`src/common/emcp_defines.svh`:
```
// Constants for the external memory controller pin block.
// Assumes one clock domain and a client that issues one request at a time.
// Operation
// - Eight chip selects, one per external device.
// - Chip-select machine drives per-lane write enables.
// - Chip-select machine drives read output enable.
// - SDRAM machine drives eight lane mask outputs.
// - A10 is address on row, command on column.
// - SDRAM drives write, row and column strobes.
// - Pattern machine drives eight lane selects.
// - Six pattern lines follow the programmed pattern.
// - Wait input high stalls the pattern machine.
// - Transfer acknowledge input ends chip-select accesses.
// - Parity lane select acts as parity chip select.
// - External master mode drives SDRAM address mux.
// - External master mode strobes address latch enable.
// - Two buffer controls, function set by config.
// - Two burst address bits track beat address.
// - Single ends on one beat, burst on four.
`ifndef EMCP_DEFINES_SVH
`define EMCP_DEFINES_SVH
`define EMCP_LANES      8
`define EMCP_AW         32
`define EMCP_PAT_AW     6
`define EMCP_BURST_LEN  3'h4
`define EMCP_SD_RCD     4'h2
`define EMCP_SD_AUTOPRE 1'b1
`define EMCP_ROW_A10    10
`define EMCP_BURST_ADDR_OUT_LO   3
`define EMCP_BURST_ADDR_OUT_HI   4
`define EMCP_GPL_IDLE   6'h3f
`define EMCP_CFG_DIR    2'h0
`define EMCP_CFG_SPLIT  2'h1
`endif

```
`src/common/emcp_pkg.sv`:
```
// Types shared by the external memory controller pin block.
// Assumes emcp_defines.svh is on the include path.
`include "emcp_defines.svh"
package emcp_pkg;
  // Machine that serves a request
  typedef enum logic [1:0] {
    M_GP = 2'h0,
    M_SD = 2'h1,
    M_PG = 2'h2
  } emcp_mach_t;
  // Controller states, one-hot
  typedef enum logic [5:0] {
    ST_IDLE   = 6'h01,
    ST_GP     = 6'h02,
    ST_SDROW  = 6'h04,
    ST_SDCOL  = 6'h08,
    ST_SDBEAT = 6'h10,
    ST_PG     = 6'h20
  } emcp_state_t;
  // One word of the programmed pattern
  typedef struct packed {
    logic       cs;   // Chip select asserted
    logic       bs;   // Lane selects asserted
    logic [5:0] gpl;  // Levels of the six pattern lines
    logic       wt;   // Sample the wait input here
    logic       beat; // One data beat completes here
    logic       last; // Pattern ends here
  } emcp_pat_t;
endpackage

```
`src/rtl/emcp_lane.sv`:
```
// Byte-lane decoder: lanes touched by an access.
// Assumes lane 0 carries the lowest byte address of a double word.
`include "emcp_defines.svh"
module emcp_lane #(
  parameter int LANES = `EMCP_LANES
) (
  input  wire logic [2:0]       ADDR_LO,
  input  wire logic [1:0]       SIZE,
  input  wire logic [1:0]       PORT,
  output logic      [LANES-1:0] LANE_EN
);
  import emcp_pkg::*;
  logic [3:0] port_bytes; // Port width in bytes
  logic [3:0] size_bytes; // Transfer size in bytes
  logic [3:0] cnt;        // Bytes driven at once
  logic [3:0] off;        // First lane within the port

  // Sizes are powers of two: 1, 2, 4 or 8 bytes
  always_comb begin
    port_bytes = 4'h1 << PORT;
    size_bytes = 4'h1 << SIZE;
    cnt        = (size_bytes < port_bytes) ? size_bytes : port_bytes;
    off        = {1'b0, ADDR_LO} & (port_bytes - 4'h1);
  end

  // One compare per lane
  for (genvar i = 0; i < LANES; i++) begin : g_lane
    assign LANE_EN[i] = (4'(i) >= off) && (4'(i) < off + cnt);
  end
endmodule

```
`src/rtl/emcp_top.sv`:
```
// External memory controller pin sequencer: chip-select, SDRAM and
// pattern machines. Assumes requests come from on-chip logic one at a time
// and that the pattern memory is loaded before the pattern machine is used.
`include "emcp_defines.svh"
module emcp_top #(
  parameter int AW    = `EMCP_AW,
  parameter int PAT_N = 1 << `EMCP_PAT_AW
) (
  input  wire logic                         CLK,
  input  wire logic                         RESETN,
  input  wire logic                         REQ_VALID,
  output logic                              REQ_READY,
  input  wire emcp_pkg::emcp_mach_t         REQ_MACH,
  input  wire logic                         REQ_WRITE,
  input  wire logic                         REQ_BURST,
  input  wire logic [2:0]                   REQ_BANK,
  input  wire logic [AW-1:0]                REQ_ADDR,
  input  wire logic [1:0]                   REQ_SIZE,
  input  wire logic [1:0]                   REQ_PORT,
  input  wire logic [`EMCP_PAT_AW-1:0]      REQ_PAT_START,
  output logic                              BEAT_ACK,
  output logic                              REQ_DONE,
  input  wire logic                         PAT_WE,
  input  wire logic [`EMCP_PAT_AW-1:0]      PAT_ADDR,
  input  wire emcp_pkg::emcp_pat_t          PAT_DATA,
  input  wire logic                         EXT_MASTER,
  input  wire logic                         PARITY_EN,
  input  wire logic [1:0]                   BUFFER_CTRL_CFG,
  output logic [7:0]                        CS_N,
  output logic [7:0]                        GP_WRITE_LANE_N,
  output logic                              GP_READ_ENABLE_N,
  input  wire logic                         GP_XFER_ACK_IN_N,
  output logic [7:0]                        SDRAM_LANE_MASK,
  output logic                              SDRAM_ADDR_BIT10,
  output logic                              SDRAM_WRITE_N,
  output logic                              SDRAM_ROW_STROBE_N,
  output logic                              SDRAM_COL_STROBE_N,
  output logic                              SDRAM_ADDR_MUX_SEL,
  output logic [7:0]                        PROG_LANE_SELECT_N,
  output logic                              PROG_LINE_0,
  output logic                              PROG_LINE_1,
  output logic                              PROG_LINE_2,
  output logic                              PROG_LINE_3,
  output logic                              PROG_LINE_4,
  output logic                              PROG_LINE_5,
  input  wire logic                         PROG_WAIT_IN,
  output logic                              PARITY_LANE_SELECT_N,
  output logic                              ADDR_LATCH_EN,
  output logic                              BUFFER_CTRL_A,
  output logic                              BUFFER_CTRL_B,
  output logic [1:0]                        BURST_ADDR_OUT
);
  import emcp_pkg::*;

  // Whole controller state, pins included
  typedef struct packed {
    emcp_state_t                st;
    logic [2:0]                 bank;
    logic                       wr;
    logic                       burst;
    logic [AW-1:0]              addr;
    logic [1:0]                 size;
    logic [1:0]                 port;
    logic [2:0]                 nbeat;  // Beats finished so far
    logic [3:0]                 cnt;    // Row-to-column delay
    logic [`EMCP_PAT_AW-1:0]    ptr;    // Pattern word in use
    logic                       beat_ack;
    logic                       done;
    logic [7:0]                 cs_n;
    logic [7:0]                 we_n;
    logic                       oe_n;
    logic [7:0]                 dqm;
    logic                       a10;
    logic                       sdwe_n;
    logic                       ras_n;
    logic                       cas_n;
    logic                       amux;
    logic [7:0]                 bs_n;
    logic [5:0]                 gpl;
    logic                       pbs_n;
    logic                       ale;
    logic                       bca;
    logic                       bcb;
    logic [1:0]                 burst_addr_out;
  } emcp_reg_t;

  // Reset image: every pin at its inactive level, buffer controls at their DIR config idle levels
  localparam emcp_reg_t RST = '{
    st: ST_IDLE, cs_n: 8'hff, we_n: 8'hff, oe_n: 1'b1, dqm: 8'hff,
    sdwe_n: 1'b1, ras_n: 1'b1, cas_n: 1'b1, bs_n: 8'hff,
    gpl: `EMCP_GPL_IDLE, pbs_n: 1'b1, bcb: 1'b1, default: '0};

  emcp_reg_t     q;          // Registered state
  emcp_reg_t     d;          // Next state
  emcp_pat_t     pat [PAT_N]; // Programmed pattern memory
  emcp_pat_t     pw_q;       // Pattern word being executed
  emcp_pat_t     pw_d;       // Pattern word about to be executed
  logic [7:0]    lanes;      // Lanes touched by the access
  logic [2:0]    l_addr;     // Lane decoder address source
  logic [1:0]    l_size;     // Lane decoder size source
  logic [1:0]    l_port;     // Lane decoder port source
  logic          last;       // Current beat is the final one
  logic          in_acc;     // An access is under way next cycle

  // Pattern memory load port
  always_ff @(posedge CLK) begin
    if (PAT_WE) begin
      pat[PAT_ADDR] <= PAT_DATA;
    end
  end

  // Lane decode uses the request until it is latched
  assign l_addr = (q.st == ST_IDLE) ? REQ_ADDR[2:0] : q.addr[2:0];
  assign l_size = (q.st == ST_IDLE) ? REQ_SIZE : q.size;
  assign l_port = (q.st == ST_IDLE) ? REQ_PORT : q.port;

  emcp_lane #(
    .LANES   (8)
  ) u_lane (
    .ADDR_LO (l_addr),
    .SIZE    (l_size),
    .PORT    (l_port),
    .LANE_EN (lanes)
  );

  assign pw_q = pat[q.ptr];
  // Burst ends on its fourth beat, a single on its first
  assign last = q.burst ? (q.nbeat == `EMCP_BURST_LEN - 3'h1) : 1'b1;

  // Sequencing, then pin levels derived from the next state
  always_comb begin
    d          = q;
    d.beat_ack = 1'b0;
    d.done     = 1'b0;
    unique case (q.st)
      ST_IDLE: begin
        // Latch a new request
        if (REQ_VALID) begin
          d.bank  = REQ_BANK;
          d.wr    = REQ_WRITE;
          d.burst = REQ_BURST;
          d.addr  = REQ_ADDR;
          d.size  = REQ_SIZE;
          d.port  = REQ_PORT;
          d.nbeat = 3'h0;
          d.cnt   = `EMCP_SD_RCD;
          d.ptr   = REQ_PAT_START;
          case (REQ_MACH)
            M_SD:    d.st = ST_SDROW;
            M_PG:    d.st = ST_PG;
            default: d.st = ST_GP;
          endcase
        end
      end
      ST_GP: begin
        // External acknowledge finishes each beat
        if (!GP_XFER_ACK_IN_N) begin
          d.beat_ack = 1'b1;
          d.nbeat    = q.nbeat + 3'h1;
          if (last) begin
            d.st   = ST_IDLE;
            d.done = 1'b1;
          end
        end
      end
      ST_SDROW: begin
        // Hold off the column command for the row delay
        if (q.cnt <= 4'h1) begin
          d.st = ST_SDCOL;
        end else begin
          d.cnt = q.cnt - 4'h1;
        end
      end
      ST_SDCOL: begin
        d.st = ST_SDBEAT;
      end
      ST_SDBEAT: begin
        // One beat per cycle
        d.beat_ack = 1'b1;
        d.nbeat    = q.nbeat + 3'h1;
        if (last) begin
          d.st   = ST_IDLE;
          d.done = 1'b1;
        end
      end
      ST_PG: begin
        // A raised wait input freezes the pattern
        if (!(pw_q.wt && PROG_WAIT_IN)) begin
          if (pw_q.beat) begin
            d.beat_ack = 1'b1;
            d.nbeat    = q.nbeat + 3'h1;
          end
          if (pw_q.last || (pw_q.beat && last)) begin
            d.st   = ST_IDLE;
            d.done = 1'b1;
          end else begin
            d.ptr = q.ptr + 1'b1;
          end
        end
      end
    endcase

    pw_d   = pat[d.ptr]; // Word that the next cycle executes, read here to keep the loop local
    in_acc = (d.st != ST_IDLE);
    // Chip select of the addressed bank
    d.cs_n = 8'hff;
    if (in_acc && !(d.st == ST_PG && !pw_d.cs)) begin
      d.cs_n[d.bank] = 1'b0;
    end
    // Chip-select machine strobes
    d.we_n = (d.st == ST_GP && d.wr) ? ~lanes : 8'hff;
    d.oe_n = !(d.st == ST_GP && !d.wr);
    // SDRAM command: activate on entry, then column command
    d.ras_n  = !(d.st == ST_SDROW && q.st == ST_IDLE);
    d.cas_n  = !(d.st == ST_SDCOL);
    d.sdwe_n = !(d.st == ST_SDCOL && d.wr);
    if (!d.ras_n) begin
      d.a10 = d.addr[`EMCP_ROW_A10];
    end else if (!d.cas_n) begin
      d.a10 = `EMCP_SD_AUTOPRE;
    end else begin
      d.a10 = 1'b0;
    end
    // SDRAM lane masks are high for unused lanes
    d.dqm  = (d.st == ST_SDCOL || d.st == ST_SDBEAT) ? ~lanes : 8'hff;
    d.amux = EXT_MASTER && (d.st == ST_SDCOL || d.st == ST_SDBEAT);
    // Pattern machine lines
    d.bs_n = (d.st == ST_PG && pw_d.bs) ? ~lanes : 8'hff;
    d.gpl  = (d.st == ST_PG) ? pw_d.gpl : `EMCP_GPL_IDLE;
    // Parity chip follows whichever lane strobe is active
    d.pbs_n = !(PARITY_EN && (d.we_n != 8'hff || !d.oe_n || d.bs_n != 8'hff));
    // Address latch strobe in the first cycle of an access
    d.ale = EXT_MASTER && in_acc && q.st == ST_IDLE;
    // Data buffer controls
    if (BUFFER_CTRL_CFG == `EMCP_CFG_SPLIT) begin
      d.bca = !(in_acc && !d.wr);
      d.bcb = !(in_acc && d.wr);
    end else begin
      d.bca = in_acc && d.wr;
      d.bcb = !in_acc;
    end
    // Beat address within the burst
    d.burst_addr_out = in_acc ? d.addr[`EMCP_BURST_ADDR_OUT_HI:`EMCP_BURST_ADDR_OUT_LO] + d.nbeat[1:0] : 2'h0;
  end

  // State register
  always_ff @(posedge CLK or negedge RESETN) begin
    if (!RESETN) begin
      q <= RST;
    end else begin
      q <= d;
    end
  end

  // Pins from flip-flops
  assign REQ_READY            = (q.st == ST_IDLE);
  assign BEAT_ACK             = q.beat_ack;
  assign REQ_DONE             = q.done;
  assign CS_N                 = q.cs_n;
  assign GP_WRITE_LANE_N      = q.we_n;
  assign GP_READ_ENABLE_N     = q.oe_n;
  assign SDRAM_LANE_MASK      = q.dqm;
  assign SDRAM_ADDR_BIT10     = q.a10;
  assign SDRAM_WRITE_N        = q.sdwe_n;
  assign SDRAM_ROW_STROBE_N   = q.ras_n;
  assign SDRAM_COL_STROBE_N   = q.cas_n;
  assign SDRAM_ADDR_MUX_SEL   = q.amux;
  assign PROG_LANE_SELECT_N   = q.bs_n;
  assign PROG_LINE_0          = q.gpl[0];
  assign PROG_LINE_1          = q.gpl[1];
  assign PROG_LINE_2          = q.gpl[2];
  assign PROG_LINE_3          = q.gpl[3];
  assign PROG_LINE_4          = q.gpl[4];
  assign PROG_LINE_5          = q.gpl[5];
  assign PARITY_LANE_SELECT_N = q.pbs_n;
  assign ADDR_LATCH_EN        = q.ale;
  assign BUFFER_CTRL_A        = q.bca;
  assign BUFFER_CTRL_B        = q.bcb;
  assign BURST_ADDR_OUT       = q.burst_addr_out;

  // At most one chip select at a time
  property p_cs_one;
    @(posedge CLK) disable iff (!RESETN) $countones(~CS_N) <= 1;
  endproperty
  a_cs_one: assert property (p_cs_one) else $error("two chip selects");

  // Write lanes only with a chip select and never with read enable
  property p_we_lane;
    @(posedge CLK) disable iff (!RESETN)
      GP_WRITE_LANE_N != 8'hff |-> CS_N != 8'hff && GP_READ_ENABLE_N;
  endproperty
  a_we_lane: assert property (p_we_lane) else $error("stray write lane");

  // Read enable only inside a read access
  property p_oe_rd;
    @(posedge CLK) disable iff (!RESETN)
      !GP_READ_ENABLE_N |-> q.st == ST_GP && !q.wr;
  endproperty
  a_oe_rd: assert property (p_oe_rd) else $error("read enable outside read");

  // Column command follows activate after the row delay
  property p_ras_cas;
    @(posedge CLK) disable iff (!RESETN)
      !SDRAM_ROW_STROBE_N |-> SDRAM_COL_STROBE_N [*2] ##1 !SDRAM_COL_STROBE_N;
  endproperty
  a_ras_cas: assert property (p_ras_cas) else $error("column timing wrong");

  // A10 carries the command bit with the column strobe
  property p_a10;
    @(posedge CLK) disable iff (!RESETN)
      !SDRAM_COL_STROBE_N |-> SDRAM_ADDR_BIT10 == `EMCP_SD_AUTOPRE && $past(SDRAM_ROW_STROBE_N);
  endproperty
  a_a10: assert property (p_a10) else $error("A10 wrong on column");

  // A stalled pattern keeps its word and lines
  property p_wait;
    @(posedge CLK) disable iff (!RESETN)
      q.st == ST_PG && pw_q.wt && PROG_WAIT_IN |=> $stable(q.ptr) && $stable(q.gpl);
  endproperty
  a_wait: assert property (p_wait) else $error("pattern moved under wait");

  // Final acknowledge releases the chip select next cycle
  property p_ack_end;
    @(posedge CLK) disable iff (!RESETN)
      q.st == ST_GP && !GP_XFER_ACK_IN_N && last |=> REQ_DONE && CS_N == 8'hff;
  endproperty
  a_ack_end: assert property (p_ack_end) else $error("access not ended");

  // Done comes with the fourth or the only beat
  property p_beats;
    @(posedge CLK) disable iff (!RESETN)
      REQ_DONE |-> BEAT_ACK && q.nbeat == (q.burst ? `EMCP_BURST_LEN : 3'h1);
  endproperty
  a_beats: assert property (p_beats) else $error("beat count wrong");

  // Burst address steps with each beat
  property p_burst_addr_out;
    @(posedge CLK) disable iff (!RESETN)
      BEAT_ACK && !REQ_DONE |-> BURST_ADDR_OUT == $past(BURST_ADDR_OUT) + 2'h1;
  endproperty
  a_burst_addr_out: assert property (p_burst_addr_out) else $error("burst address stuck");

  // Idle means chip selects, SDRAM row and column strobes, pattern and parity lane selects inactive
  property p_idle;
    @(posedge CLK) disable iff (!RESETN)
      q.st == ST_IDLE |-> CS_N == 8'hff && SDRAM_ROW_STROBE_N && SDRAM_COL_STROBE_N
                          && PROG_LANE_SELECT_N == 8'hff && PARITY_LANE_SELECT_N;
  endproperty
  a_idle: assert property (p_idle) else $error("strobe active while idle");
endmodule

```
`config.mk`:
```
export PLATFORM = sky130hd
export DESIGN_NAME = emcp_top
export DESIGN_NICKNAME = d
export VERILOG_FILES = /design/src/common/emcp_pkg.sv /design/src/rtl/emcp_lane.sv /design/src/rtl/emcp_top.sv
export VERILOG_INCLUDE_DIRS = /design/src /design/src/common
export SDC_FILE = /design/constraint.sdc
export NUM_CORES = 1
export LEC_CHECK = 0
export ABC_AREA = 1
export BUFFER_PORTS_ARGS = -buffer_cell sky130_fd_sc_hd__buf_4
export CORE_MARGIN = 4
export CORE_UTILIZATION = 60
export DETAILED_ROUTE_END_ITERATION = 8
export PLACE_DENSITY = 0.78
export SLEW_MARGIN = 20
export SYNTH_ARGS = -nofsm -noshare
export SYNTH_HDL_FRONTEND = slang
export SYNTH_SLANG_ARGS = --single-unit
```
`constraint.sdc`:
```
create_clock -name CLK -period 5.88 [get_ports CLK]
set_input_delay 0.294 -clock CLK [delete_from_list [all_inputs] [get_ports CLK]]
set_output_delay 0.294 -clock CLK [all_outputs]
set_load 0.01 [all_outputs]
```
Word level (Yosys, flattened, before mapping)
Memories as Yosys holds them, arrays and structs flattened.
Index checks and enable logic that the tools add are counted.
W data, S select, Z words.
{"block": "word_totals", "reg_bits": 112, "mem_bits_rw": 704, "inputBits": 76, "out_inout_bits": 53, "word_cells": 170, "mem_count": 1}
{"block": "op_classes", "add_sub_neg": 6, "n_lt_le_gt_ge": 20, "n_eq_ne": 23, "n_shift": 2, "n_mux": 41, "bitwise_logic": 3, "n_reduce_logical": 44}
{"name": "pat", "depth": 64, "width": 11, "rd": 2, "rd_clocked_by_memory_dff": 0, "wr": 1, "line_no": "emcp_top.sv:95", "text": "emcp_pat_t pat [PAT_N];"}
{"op": "$mux W60", "n": 1}
{"op": "$mux W6", "n": 7}
{"op": "$mux W41", "n": 1}
{"op": "$mux W8", "n": 5}
{"op": "$pmux W6 S6", "n": 1}
{"op": "$logic_and A1 B1 Y1", "n": 24}
{"op": "$pmux W6 S2", "n": 2}
{"op": "$ge A3 B4 Y1 const A", "n": 4}
{"op": "$lt A3 B4 Y1 const A", "n": 4}
{"op": "$ne A8 B8 Y1 const B", "n": 2}
{"op": "$not A8 Y8", "n": 2}
{"op": "$eq A6 B2 Y1 const B", "n": 2}
{"op": "$eq A6 B3 Y1 const B", "n": 2}
{"op": "$eq A6 B4 Y1 const B", "n": 2}
{"op": "$eq A6 B5 Y1 const B", "n": 2}
{"op": "$eq A6 B6 Y1 const B", "n": 2}
{"op": "$mux W3", "n": 4}
{"op": "$pmux W3 S4", "n": 1}
{"op": "$logic_not A1 Y1", "n": 11}
{"op": "$mux W2", "n": 5}
{"op": "$ne A2 B2 Y1 const B", "n": 5}
{"op": "$mux W1", "n": 9}
{"op": "$ge A1 B4 Y1 const A", "n": 2}
{"op": "$ge A2 B4 Y1 const A", "n": 2}
{"op": "other kinds (28)", "n": 37}

Logic depth before layout (Yosys ltp)
{"block": "logic_depth", "depth_word": 15, "depth_mapped": 30, "ltp_nobuf": 30}

Modules after synthesis
A second synthesis with hierarchy kept.
{"block": "unflattened", "hier_cells": 2720, "area_unflattened_um2": 32897.8}
{"mod": "emcp_top", "n_inst": 1, "cells_each": 2631, "area_each_um2": 32438.6, "seq_area_each_um2": 23348.6}
{"mod": "emcp_lane", "n_inst": 1, "cells_each": 89, "area_each_um2": 459.2, "seq_area_each_um2": 0.0}

Worst setup path after synthesis
No wires, ideal clock.
{"block": "synth_timing", "kind": "reg2reg", "from": "register q[110] (netlist bit)", "to": "register q, in the netlist PARITY_LANE_SELECT_N", "setup_ps": 76, "arrival_ps": 4221, "required_time_ps": 5804, "path_slack_ps": 1583, "stages_incl_launch_ff": 28, "path_buffers": 1, "period_less_slack_ps": 4297, "cell_sequence": "dfrtp_1 -> nor2_1 -> nand4_1 -> clkbuf_1 -> o21ai_0 -> nor2_1 -> ha_1 -> a21boi_0 -> o211ai_1 -> o211ai_1 -> inv_1 -> o21ai_0 -> ha_1 -> a21o_1 -> a21oi_1 -> nand2_1 -> nand2_1 -> inv_1 -> nand2_1 -> inv_1 -> a211oi_1 -> nand2_1 -> nand4_1 -> nor3_1 -> nand4_1 -> nor2_1 -> nand3_1 -> nand2_1"}
{"element": "from (decl)", "line_no": "emcp_top.sv:93", "text": "emcp_reg_t q;"}
{"element": "from (signal assigned)", "line_no": "emcp_top.sv:249", "text": "q <= RST;"}
{"element": "from (signal assigned)", "line_no": "emcp_top.sv:251", "text": "q <= d;"}

==> flow_summary.ini <==
[cells_and_area]
drive_gt1_share_pct = 13.1
final_cell_mix = edfxtp_1, nand2_1, nor2_1
final_net_count = 2807
layout_commonest_cell = edfxtp_1
syn_to_final_growth_pct = 11.6
post-route-util_pct = 67.7
finalNonFillerCells = 3475
fill_cells = 3611
n_antenna_cell = 0
final_cell_area_sq_um = 36500

[route]
drc_errors = 0
ant_nets = 0
vias = 21800
first_pass_iters = 8
drt-initial-drc-count = 3012
wire_per_inst_um = 23.3
wirelength_mm = 81.0
viasPerCell = 6.27

[timing]
slew_violations = 0
rsz0062_at_grt = false
worst_pin_slew_ns = 1.13
maxSlewHeadroom_pct = 24.2
setup_violations = 0
skew_ns = 0.0294
hold_viol = 0
fin_tns_setup_ns = 0
min_period_over_period_pct = 91.5
finalCriticalPeriod_ns = 5.38
max_freq_ghz = 0.186

[worst_hold_path]
whs_path_depth = 3
hold_path.class = in -> reg

[clock_network]
clk_pin_slew_ns = 0.06
cts_root_buffer = clkbuf_16
cts_num_sinks = 790
cts_buffer_depth = 3
cts-buffers-inserted = 78
htreeDepth = 3
clk_latency_ns = 0.63
cts_tree = done
cts_resized = 0

[job]
maxCapViolations = 0

[floorplan]
initial_core_util_pct = 60.7
die_area_sq_um = 58300
core_area_sq_um = 53900
rows = 85
die_w_um = 241
die_h_um = 241
pin_count = 129

[global_routing]
grt_pass1_wl_mm = 122
grt_pass1_vias = 21000
grt_usage_pct = 27.6
grt_max_degree = 101
grt.overflow.total = 0
antenna_found_initial = 4

[critical_path]
path_class = reg -> reg
start_kind = register
crit_required_ns = 6.42
startpoint = q[53]$_DFF_PN0_
timing.rr.end = PARITY_LANE_SELECT_N$_DFF_PN1_
r2r_start = q[53]$_DFF_PN0_
critical_path_peak_fanout = 66
crit_arrival_ns = 5.92
end_kind = register
crit_end = PARITY_LANE_SELECT_N$_DFF_PN1_
worst_r2r_path_depth = 24
r2r_setup_slack_ns = 0.50

[power_and_ir_drop]
vdd_ir_drop_max_uv = 495
p_total_mw = 20.2
powerDensity_nw_per_um2 = 555
power_leakage_nw = 12.8

[placed_design]
gp_congestion = 0.912
dp.cells = 3313
io_buffer_count = 102
dp.final_hpwl_mm = 47.1
dpl-instance-area_sq_um = 33900

[synth]
synth_seq_cells = 790
seq_area_frac_synth_pct = 71.4
syn_area_per_cell_sq_um = 12.3
synth_fp_nets = 2755
synth_warnings = 0
synth_area_sq_um = 32700
synth_cell_types = 53
postSynthCellCount = 2663

[status]
status = finished, final reports clean
## stage by stage
step / setup slack, ns / hold slack [ns]
4_1_cts: 0.589 / 0.000141
5_1_grt: 0.269 / 0.0346
6_report: 0.498 / 0.0336
3_5_place_dp: 0.623 / 0.325
2_1_floorplan: 1.58 / -0.00159
3_3_place_gp: 0.628 / 0.316
## Yosys cell counts, drive strengths merged
cell type | number | share of area, %
a21boi | 5 | 0.11
o311ai | 42 | 1.1
o21bai | 48 | 1.1
o21a | 1 | 0.023
inv | 99 | 1.1
fa | 1 | 0.061
clkinv | 2 | 0.023
a221oi | 5 | 0.17
xnor2 | 2 | 0.054
o31ai | 2 | 0.046
o32ai | 53 | 1.4
edfxtp | 704 | 65
o221ai | 6 | 0.16
buf | 121 | 2.3
o21ai | 181 | 2.8
nand3 | 277 | 4.3
a22oi | 3 | 0.084
nand2 | 424 | 4.9
o22ai | 4 | 0.076
o211ai | 63 | 1.4
mux2i | 1 | 0.031
a21o | 1 | 0.023
o41ai | 1 | 0.027
or2 | 12 | 0.23
a211oi | 3 | 0.069
dfstp | 45 | 3.6
xor2 | 2 | 0.054
nor3 | 5 | 0.11
a21oi | 30 | 0.49
ha | 15 | 0.57
nor4 | 10 | 0.19
nand4 | 19 | 0.36
nor3b | 1 | 0.038
nor2 | 370 | 4.3
dfrtp | 41 | 3.1
clkbuf | 64 | 0.73
## logic make-up (layout without fill, tap and decap cells)
family	Yosys count	in the layout	synth area share, %
AOI/OAI and AO/OA	448	448	9.17
xor gates and xnor gates	4	4	0.107
adders and majority gates	16	16	0.635
buffers and inverters	286	402	4.20
DFF	790	790	71.4
muxes	1	1	0.0306
and+or+nand+nor	1118	1118	14.5
## worst max-delay path, cell delays in order (launching register included)
cell     delay, ns
dfrtp_1       0.83
nand2_2       0.34
inv_2         0.54
nand2_1       0.11
nand3_1       0.15
nand3_1       0.17
nand3_1       0.21
nand3_2       0.16
nand3_2       0.14
nand2_1       0.08
nand3_2       0.09
nand2_4       0.07
nand2_8       0.23
buf_4         0.58
nand2_1       0.15
nand3_1       0.10
nand3_1       0.10
nand3_1       0.15
nand3_1       0.15
nand3_1       0.21
nand2_1       0.13
nor2_4        0.27
o41ai_1       0.14
nand3_1       0.11
nand2_1       0.05
## flip-flops by register name (all words and copies together), names as in the netlist, 2 cells and up
| signal | cells |
|---|---|
| q | 34 |
| BURST_ADDR_OUT | 2 |
| GP_WRITE_LANE_N | 8 |
| SDRAM_LANE_MASK | 8 |
| pat | 704 |
| PROG_LANE_SELECT_N | 8 |
| CS_N | 8 |
## worst min-delay path by stage
| stage | from | to | slack [ns] |
|---|---|---|---|
| 2_1_floorplan | RESETN | ADDR_LATCH_EN$_DFF_PN0_ | -0.002 |
| 3_3_place_gp | RESETN | q[66]$_DFFE_PN0P_ | 0.32 |
| 3_5_place_dp | RESETN | q[66]$_DFFE_PN0P_ | 0.32 |
| 4_1_cts | REQ_BANK[2] | q[105]$_DFF_PN0_ | 0.0001 |
| 5_1_grt | REQ_BANK[2] | q[105]$_DFF_PN0_ | 0.03 |
| 6_report | GP_XFER_ACK_IN_N | q[107]$_DFF_PN0_ | 0.03 |
## report_power, final
group,leakage (nW),internal (mW),switching (mW)
registers,7.32,6.41,0.159
logic,4.32,2.72,6.25
clock network,1.18,2.67,2.03
## final cells by class
cell class,count,area (sq um),area share (%)
repair buffers,157,1360,3.71
inverters,101,385,1.06
multi-input cells,1587,8140,22.3
clock inverters,38,251,0.689
clock buffers,106,2160,5.92
well taps,696,871,2.38
flip-flops and latches,790,23300,63.9
## metal layers
layer | routed length (um) | GRT usage [%]
met5 | 51 | 0
met4 | 3040 | 10.8
met3 | 9450 | 6.10
met2 | 37600 | 43.4
met1 | 30800 | 38.3
## timing repair
action / in CTS / in global routing
setup buffers: 0 / 2
hold buffers: 16 / 0
hold endpoints to repair: 46 / 0
endpoints found under the setup margin: 0 / 1
No activity file was read; power rests on OpenSTA's default activity.
